--- src/pcu_pkg.sv ---
package pcu_pkg;

    // group geometry
    localparam int PCU_NGRP = 3;
    localparam int PCU_GW = 8;
    localparam int PCU_GW0 = 8;
    localparam int PCU_GW1 = 7;
    localparam int PCU_GW2 = 8;

    // register bus widths
    localparam int PCU_AW = 3;
    localparam int PCU_DW = 8;

    // register offsets
    localparam logic [PCU_AW-1:0] PCU_OFS_CTRL = 3'h0;
    localparam logic [PCU_AW-1:0] PCU_OFS_FLAGS = 3'h1;
    localparam logic [PCU_AW-1:0] PCU_OFS_MASK0 = 3'h2;
    localparam logic [PCU_AW-1:0] PCU_OFS_MASK1 = 3'h3;
    localparam logic [PCU_AW-1:0] PCU_OFS_MASK2 = 3'h4;

    // group indices, also the vector numbers
    localparam logic [1:0] PCU_GRP0 = 2'h0;
    localparam logic [1:0] PCU_GRP1 = 2'h1;
    localparam logic [1:0] PCU_GRP2 = 2'h2;

    // reset values
    localparam logic [PCU_NGRP-1:0] PCU_RST_CTRL = 3'h0;
    localparam logic [PCU_NGRP-1:0] PCU_RST_FLAGS = 3'h0;
    localparam logic [PCU_GW-1:0] PCU_RST_MASK = 8'h00;
    localparam logic [PCU_DW-1:0] PCU_RD_ZERO = 8'h00;

    typedef logic [PCU_NGRP-1:0][PCU_GW-1:0] pcu_pins_t;

    // register bus request
    typedef struct packed {
        logic [PCU_AW-1:0] addr;
        logic [PCU_DW-1:0] wdata;
        logic wr;
        logic rd;
    } pcu_bus_req_t;

    // whole state of the unit
    typedef struct packed {
        pcu_pins_t pin_now;
        pcu_pins_t pin_prev;
        logic [1:0] warm;
        logic [PCU_NGRP-1:0] enable;
        logic [PCU_NGRP-1:0] flags;
        pcu_pins_t mask;
        logic [PCU_DW-1:0] rdata;
    } pcu_state_t;

endpackage : pcu_pkg

--- src/pcu_pin_change.sv ---
// The strobed register port and the register offsets are this design's own decisions.
module pcu_pin_change #(
    parameter int GRP_W0 = pcu_pkg::PCU_GW0,
    parameter int GRP_W1 = pcu_pkg::PCU_GW1,
    parameter int GRP_W2 = pcu_pkg::PCU_GW2
) (
    // clock and reset
    input wire logic ref_clk,
    input wire logic arst_n,
    // register port
    input wire pcu_pkg::pcu_bus_req_t bus_req,
    output logic [pcu_pkg::PCU_DW-1:0] bus_rdata,
    // watched pins, unused group bits ignored
    input wire pcu_pkg::pcu_pins_t pins,
    // processor side
    input wire logic global_int_en,
    input wire logic irq_ack,
    output logic irq,
    output logic [1:0] irq_vector
);
    import pcu_pkg::*;

    localparam int GRP_W [PCU_NGRP] = '{GRP_W0, GRP_W1, GRP_W2};

    pcu_state_t s_q;
    pcu_state_t s_d;
    pcu_pins_t valid;
    logic [PCU_NGRP-1:0] hit;
    logic [PCU_NGRP-1:0] pending;

    // per group: implemented pins and change events
    for (genvar g = 0; g < PCU_NGRP; g++) begin : g_grp
        if (GRP_W[g] < 1 || GRP_W[g] > PCU_GW) begin : g_bad
            $error("group width out of range");
        end
        for (genvar b = 0; b < PCU_GW; b++) begin : g_bit
            assign valid[g][b] = (b < GRP_W[g]);
        end
        // both edges count; mask and group enable gate the event
        assign hit[g] = s_q.warm[1] && s_q.enable[g] &&
                        (|((s_q.pin_now[g] ^ s_q.pin_prev[g]) & s_q.mask[g]));
    end

    // a flag requests service only with group and global enable
    assign pending = s_q.flags & s_q.enable & {PCU_NGRP{global_int_en}};
    assign irq = |pending;

    // lowest group wins when several are pending
    always_comb begin
        if (pending[0]) begin
            irq_vector = PCU_GRP0;
        end else if (pending[1]) begin
            irq_vector = PCU_GRP1;
        end else begin
            irq_vector = PCU_GRP2;
        end
    end

    assign bus_rdata = s_q.rdata;

    // next state
    always_comb begin
        logic [PCU_NGRP-1:0] clr;
        clr = '0;
        s_d = s_q;
        s_d.pin_now = pins & valid;
        s_d.pin_prev = s_q.pin_now;
        // first sample after reset is not compared: prev is not real yet
        s_d.warm = {s_q.warm[0], 1'b1};
        if (bus_req.wr) begin
            case (bus_req.addr)
                PCU_OFS_CTRL: s_d.enable = bus_req.wdata[PCU_NGRP-1:0];
                PCU_OFS_FLAGS: clr = bus_req.wdata[PCU_NGRP-1:0];
                PCU_OFS_MASK0: s_d.mask[0] = bus_req.wdata & valid[0];
                PCU_OFS_MASK1: s_d.mask[1] = bus_req.wdata & valid[1];
                PCU_OFS_MASK2: s_d.mask[2] = bus_req.wdata & valid[2];
                default: ;
            endcase
        end
        // interrupt entry clears the group being served
        if (irq_ack && irq) begin
            clr[irq_vector] = 1'b1;
        end
        s_d.flags = (s_q.flags & ~clr) | hit;
        // read data stand for one cycle only
        s_d.rdata = PCU_RD_ZERO;
        if (bus_req.rd) begin
            case (bus_req.addr)
                PCU_OFS_CTRL: s_d.rdata = {{(PCU_DW-PCU_NGRP){1'b0}}, s_q.enable};
                PCU_OFS_FLAGS: s_d.rdata = {{(PCU_DW-PCU_NGRP){1'b0}}, s_q.flags};
                PCU_OFS_MASK0: s_d.rdata = s_q.mask[0];
                PCU_OFS_MASK1: s_d.rdata = s_q.mask[1];
                PCU_OFS_MASK2: s_d.rdata = s_q.mask[2];
                default: s_d.rdata = PCU_RD_ZERO;
            endcase
        end
    end

    // state register
    always_ff @(posedge ref_clk or negedge arst_n) begin
        if (!arst_n) begin
            s_q <= '{pin_now: '0, pin_prev: '0, warm: 2'h0, enable: PCU_RST_CTRL, flags: PCU_RST_FLAGS,
                     mask: {PCU_NGRP{PCU_RST_MASK}}, rdata: PCU_RD_ZERO};
        end else begin
            s_q <= s_d;
        end
    end

    // helper decodes shared by the checks below
    logic wr_flags;
    logic wr_ctrl;
    logic wr_mask;
    logic ack_taken;

    // one-cycle write strobes, split by target register
    assign wr_flags = bus_req.wr && (bus_req.addr == PCU_OFS_FLAGS);
    assign wr_ctrl = bus_req.wr && (bus_req.addr == PCU_OFS_CTRL);
    assign wr_mask = bus_req.wr && (bus_req.addr >= PCU_OFS_MASK0) && (bus_req.addr <= PCU_OFS_MASK2);
    // an entry only counts while a request is up
    assign ack_taken = irq_ack && irq;
endmodule : pcu_pin_change

--- config.mk ---
export PLATFORM = sky130hd
export DESIGN_NAME = pcu_pin_change
export DESIGN_NICKNAME = d
export VERILOG_FILES = /design/src/pcu_pkg.sv /design/src/pcu_pin_change.sv
export SDC_FILE = /design/constraint.sdc
export NUM_CORES = 1
export LEC_CHECK = 0
export ABC_AREA = 0
export BUFFER_PORTS_ARGS = -buffer_cell sky130_fd_sc_hd__buf_2
export CAP_MARGIN = 10
export CORE_MARGIN = 8
export CORE_UTILIZATION = 50
export CTS_CLUSTER_SIZE = 20
export DETAILED_ROUTE_END_ITERATION = 16
export GPL_TIMING_DRIVEN = 0
export PLACE_DENSITY = 0.84
export SLEW_MARGIN = 40
export SYNTH_ARGS = -nofsm -noshare
export SYNTH_HDL_FRONTEND = slang
export SYNTH_SLANG_ARGS = --single-unit
--- constraint.sdc ---
create_clock -name ref_clk -period 1.4 [get_ports ref_clk]
set_input_delay 0.07 -clock ref_clk [delete_from_list [all_inputs] [get_ports ref_clk]]
set_output_delay 0.07 -clock ref_clk [all_outputs]
set_load 0.01 [all_outputs]
# After elaboration in Yosys (flattened, before gate mapping)
# Index checks and enable logic that the tools add are counted.
# Widths: inputs -> output; s select.
[op_classes]
addsub = 0
mul = 0
n_div = 0
order_cmp = 2
n_eq_ne = 4
n_shift = 0
muxes = 9
n_bitwise = 12
reduce_logical = 17
[op_table]
columns = ["cell", "count"]
rows = [
  ["$pmux 8 s5", 1],
  ["$reduce_or 8->1", 3],
  ["$and 8x8->8", 2],
  ["$xor 8x8->8", 2],
  ["$and 3x3->3", 3],
  ["$mux 3", 3],
  ["$logic_and 1x1->1", 8],
  ["$mux 8", 1],
  ["$reduce_and 2->1", 4],
  ["$and 7x7->7", 1],
  ["$xor 7x7->7", 1],
  ["$eq 3x2->1 const B", 2],
  ["$or 3x3->3", 2],
  ["$mux 2", 2],
  ["$eq 3x1->1 const B", 1],
  ["$eq 3x3->1 const B", 1],
  ["$logic_not 3->1", 1],
  ["$lt 2x3->1 const B", 1],
  ["$not 3->3", 1],
  ["$reduce_or 3->1", 1],
  ["$demux 1 s2", 1],
  ["$ge 2x1->1 const B", 1],
  ["$mux 1", 1],
]
[totals]
ff_bits = 85
latch_bits = 0
mem_bits_rw = 0
mem_bits_ro = 0
word_cells = 57
memories = 0

# Logic depth before layout (Yosys ltp)
[depth]
word_depth = 13
depth_mapped = 6
mapped_depth_nobuf = 4

# Least setup slack after synthesis
# Ideal clock, no wire load.
[synth_path]
kind = "flip-flop to flip-flop"
start = "register s_q[52] (netlist name)"
end = "register s_q[33] (netlist name)"
setup_ns = 0.122
t_arrival_ns = 1.161
t_required_ns = 1.278
path_slack_ns = 0.118
path_stages_with_launch = 5
period_less_slack_ns = 1.282
cell_sequence = "dfrtp_1 > xor2_1 > a222oi_1 > nand3_1 > a32o_1"
[synth_rtl]
columns = ["element", "line", "text"]
rows = [
  ["start: declaration", "pcu_pin_change.sv:25", "pcu_state_t s_q;"],
  ["start signal: assignment", "pcu_pin_change.sv:102", "s_q <= '{pin_now: '0, pin_prev: '0, warm: 2'h0, enable: PCU_RST_CTRL, flags: PCU_RST_FLAGS,"],
]

==> impl_metrics.ini <==
[timing]
holdWs_ns = 0.0405
maxSlewViolCount = 0
hold_violations = 0
finalSetupViolations = 0
min_period_ns = 1.39
finalSetupTns_ns = 0
clock_skew_ns = 0.00460
fin_crit_sh_pct = 99.1
fin_ws_ns = 0.0127
fmax_mhz = 721
grt_setup_unrepaired = true

[clocking]
cts.clk_slew.worst_paths_ns = 0.08
htreeDepth = 3
cts_tree = yes
ctsLongestPathBuffers = 2
insertion_delay_ns = 0.34
numCtsBuffers = 9
root_buffer = clkbuf_8
cts.sinks = 85

[layout]
design_area_mm2 = 0.00419
drive_above_1_share_pct = 36.7
num_antenna_cells = 0
syn2layout_area_growth_pct = 27.5
fill_cells = 435
layout.nets = 355
finalCoreUtilization_pct = 66.0

[worst_setup_path]
worst-r2r-cell-count = 4
crit_path_end_kind = flip-flop
path_cells = xor2_1 -> a222oi_1 -> nand3_1 -> a32o_1
path_class = flip-flop to flip-flop
worst-path-max-fanout = 2
required_ns = 1.64
slowest_stage = dfrtp_1
worstPathArrival_ns = 1.63
critPathMaxStageDelay_ns = 0.39
startpoint_type = flip-flop

[logic_synthesis]
synth_area_leaders = dfrtp_1 (65%), mux2_2 (6.2%), xor2_1 (6.1%), a22oi_1 (4.1%), mux2_4 (3.7%)
synth_seq_area_share_pct = 64.7
syn_nets = 262
synthTopCellsByCount = dfrtp_1 (85), xor2_1 (23), a22oi_1 (18), mux2_2 (18), buf_4 (9)
avgSynthCellArea_um2 = 14.9
synth_seq_cells = 85
synth_top_area_share_pct = 64.7
syn-instance-count = 221
synth_warnings = 0
yosys.area.top_type = dfrtp_1
synth_cell_types = 32
synthFlopType = dfrtp_1
synthArstFlopShare_pct = 100
synth_edf_count = 0
synth_area_mm2 = 0.00329
yosysMostFrequentCell = dfrtp_1

[grt]
grt-ovfl-total = 0
grt_pass1_wl_mm = 10.6
antenna_found_initial = 0
grt_util_all_layers_pct = 14.0
grt_max_degree = 46
grt_pass1_vias = 2165

[detailed_routing]
drtAntennaViolNets = 0
vias = 2085
wl_mm = 6.54
via_per_inst = 5.27
wl_per_cell_um = 16.5
firstDrtPassIters = 4
drt-initial-drc-count = 151
drc = 0

[die]
start_util_pct = 51.8
fp.dieH_um = 97.1
io_pins = 52
row_count = 29
die_width_um = 97.1
core_area_mm2 = 0.00635
die-area_mm2 = 0.00942

[hold_path]
hold_class = input pin to flip-flop
holdPathStages = 2

[placed_design]
numPortBuffers = 49
gp_congestion = 0.872
dp_hpwl_mm = 4.55
place_ws_ns = -0.0303
dpl_cell_area_mm2 = 0.00365

[job]
drv_cap = 0

[outcome]
status = complete, no violations

[power_and_ir_drop]
p_leak_uw = 0.00196
ir_worst_vdd_uv = 1020
cellPowerDensity_mw_per_mm2 = 1350
power by group:
| part | leakage [uW] | internal (uW) | total (uW) | switching [uW] |
|---|---|---|---|---|
| Clock | 0.000107 | 932 | 1780 | 850 |
| Sequential | 0.00101 | 2740 | 3000 | 255 |
| Combinational | 0.000839 | 516 | 875 | 359 |
| Total | 0.00196 | 4190 | 5660 | 1460 |
cells in the final DEF (no fill, tap or decap), drive strengths merged, types with 2 or more instances in the layout:
cell         instances
nand3                3
nand4                3
nand2                7
clkinv               3
clkbuf              12
a21oi                8
nor3b                3
and2                 3
nor2                 7
a2bb2oi              4
dlygate4sd3         30
and4                 2
nor2b                2
mux2                26
xor2                23
mux2i                3
dfrtp               85
buf                 65
a32o                 2
a22oi               18
worst max-delay path, delay by kind of cell, from the launching register on:
kind | cells | cell delay (ns)
AO/OA/AOI/OAI | 2 | 0.61
flip-flops | 1 | 0.39
XOR/XNOR | 1 | 0.14
AND/OR/NAND/NOR | 1 | 0.14
final timing paths:
path,from,to,slack (ns)
worst max-delay path,s_d[52],s_q[33],0.01
worst min-delay path,bus_req[2],s_q[8],0.04
worst max register to register,s_d[52],s_q[33],0.01
worst min register to register,s_d[39],s_q[39],0.37
max in group asynchronous,arst_n,s_q[35],0.66
min in group asynchronous,arst_n,s_d[61],0.18
area by class of cell:
| class | instances | area, um2 | share of cell area [%] |
|---|---|---|---|
| Buffer | 13 | 121 | 2.90 |
| Multi-Input combinational cell | 123 | 1050 | 25.0 |
| Clock inverter | 4 | 56.3 | 1.34 |
| Clock buffer | 12 | 155 | 3.70 |
| Timing Repair Buffer | 82 | 587 | 14.0 |
| Tap cell | 77 | 96.3 | 2.30 |
| Sequential cell | 85 | 2130 | 50.8 |
flip-flops by register name, summed over array words and instances (netlist names):
register / count
bus_rdata: 8
s_d: 24
s_q: 53
cells by family (layout without fill, tap and decap cells):
group | after synthesis | in the layout | synth area share, %
DFF | 85 | 85 | 64.7
buffers and inverters | 13 | 111 | 3.69
xor gates and xnor gates | 23 | 23 | 6.13
other | 1 | 1 | 0.114
AOI/OAI and AO/OA | 37 | 37 | 8.22
and+or+nand+nor | 33 | 33 | 6.40
muxes | 29 | 29 | 10.7
routing by layer:
layer | vias to the layer above | global-route usage (%) | part of all wire (%)
met4 | 0 | 7.46 | 2.6
met2 | 89 | 21.2 | 48
met3 | 20 | 4.41 | 6.5
li1 | 964 | - | -
met1 | 1012 | 17.3 | 43
met5 | - | 0 | 0
through the flow:
stage	total power, uW	std cells
2_1_floorplan	3480	221
3_3_place_gp	3760	347
3_5_place_dp	3810	348
4_1_cts	5660	395
5_1_grt	5910	396
6_report	5660	396
timing repair:
item	in CTS	in global routing
endpoints found under the setup margin	2	3
pin swaps	1	3
endpoints found under the hold margin	123	0
buffers inserted	1	1
resized for setup	0	3
hold buffers	30	0
Power figures use the tool's default switching activity.
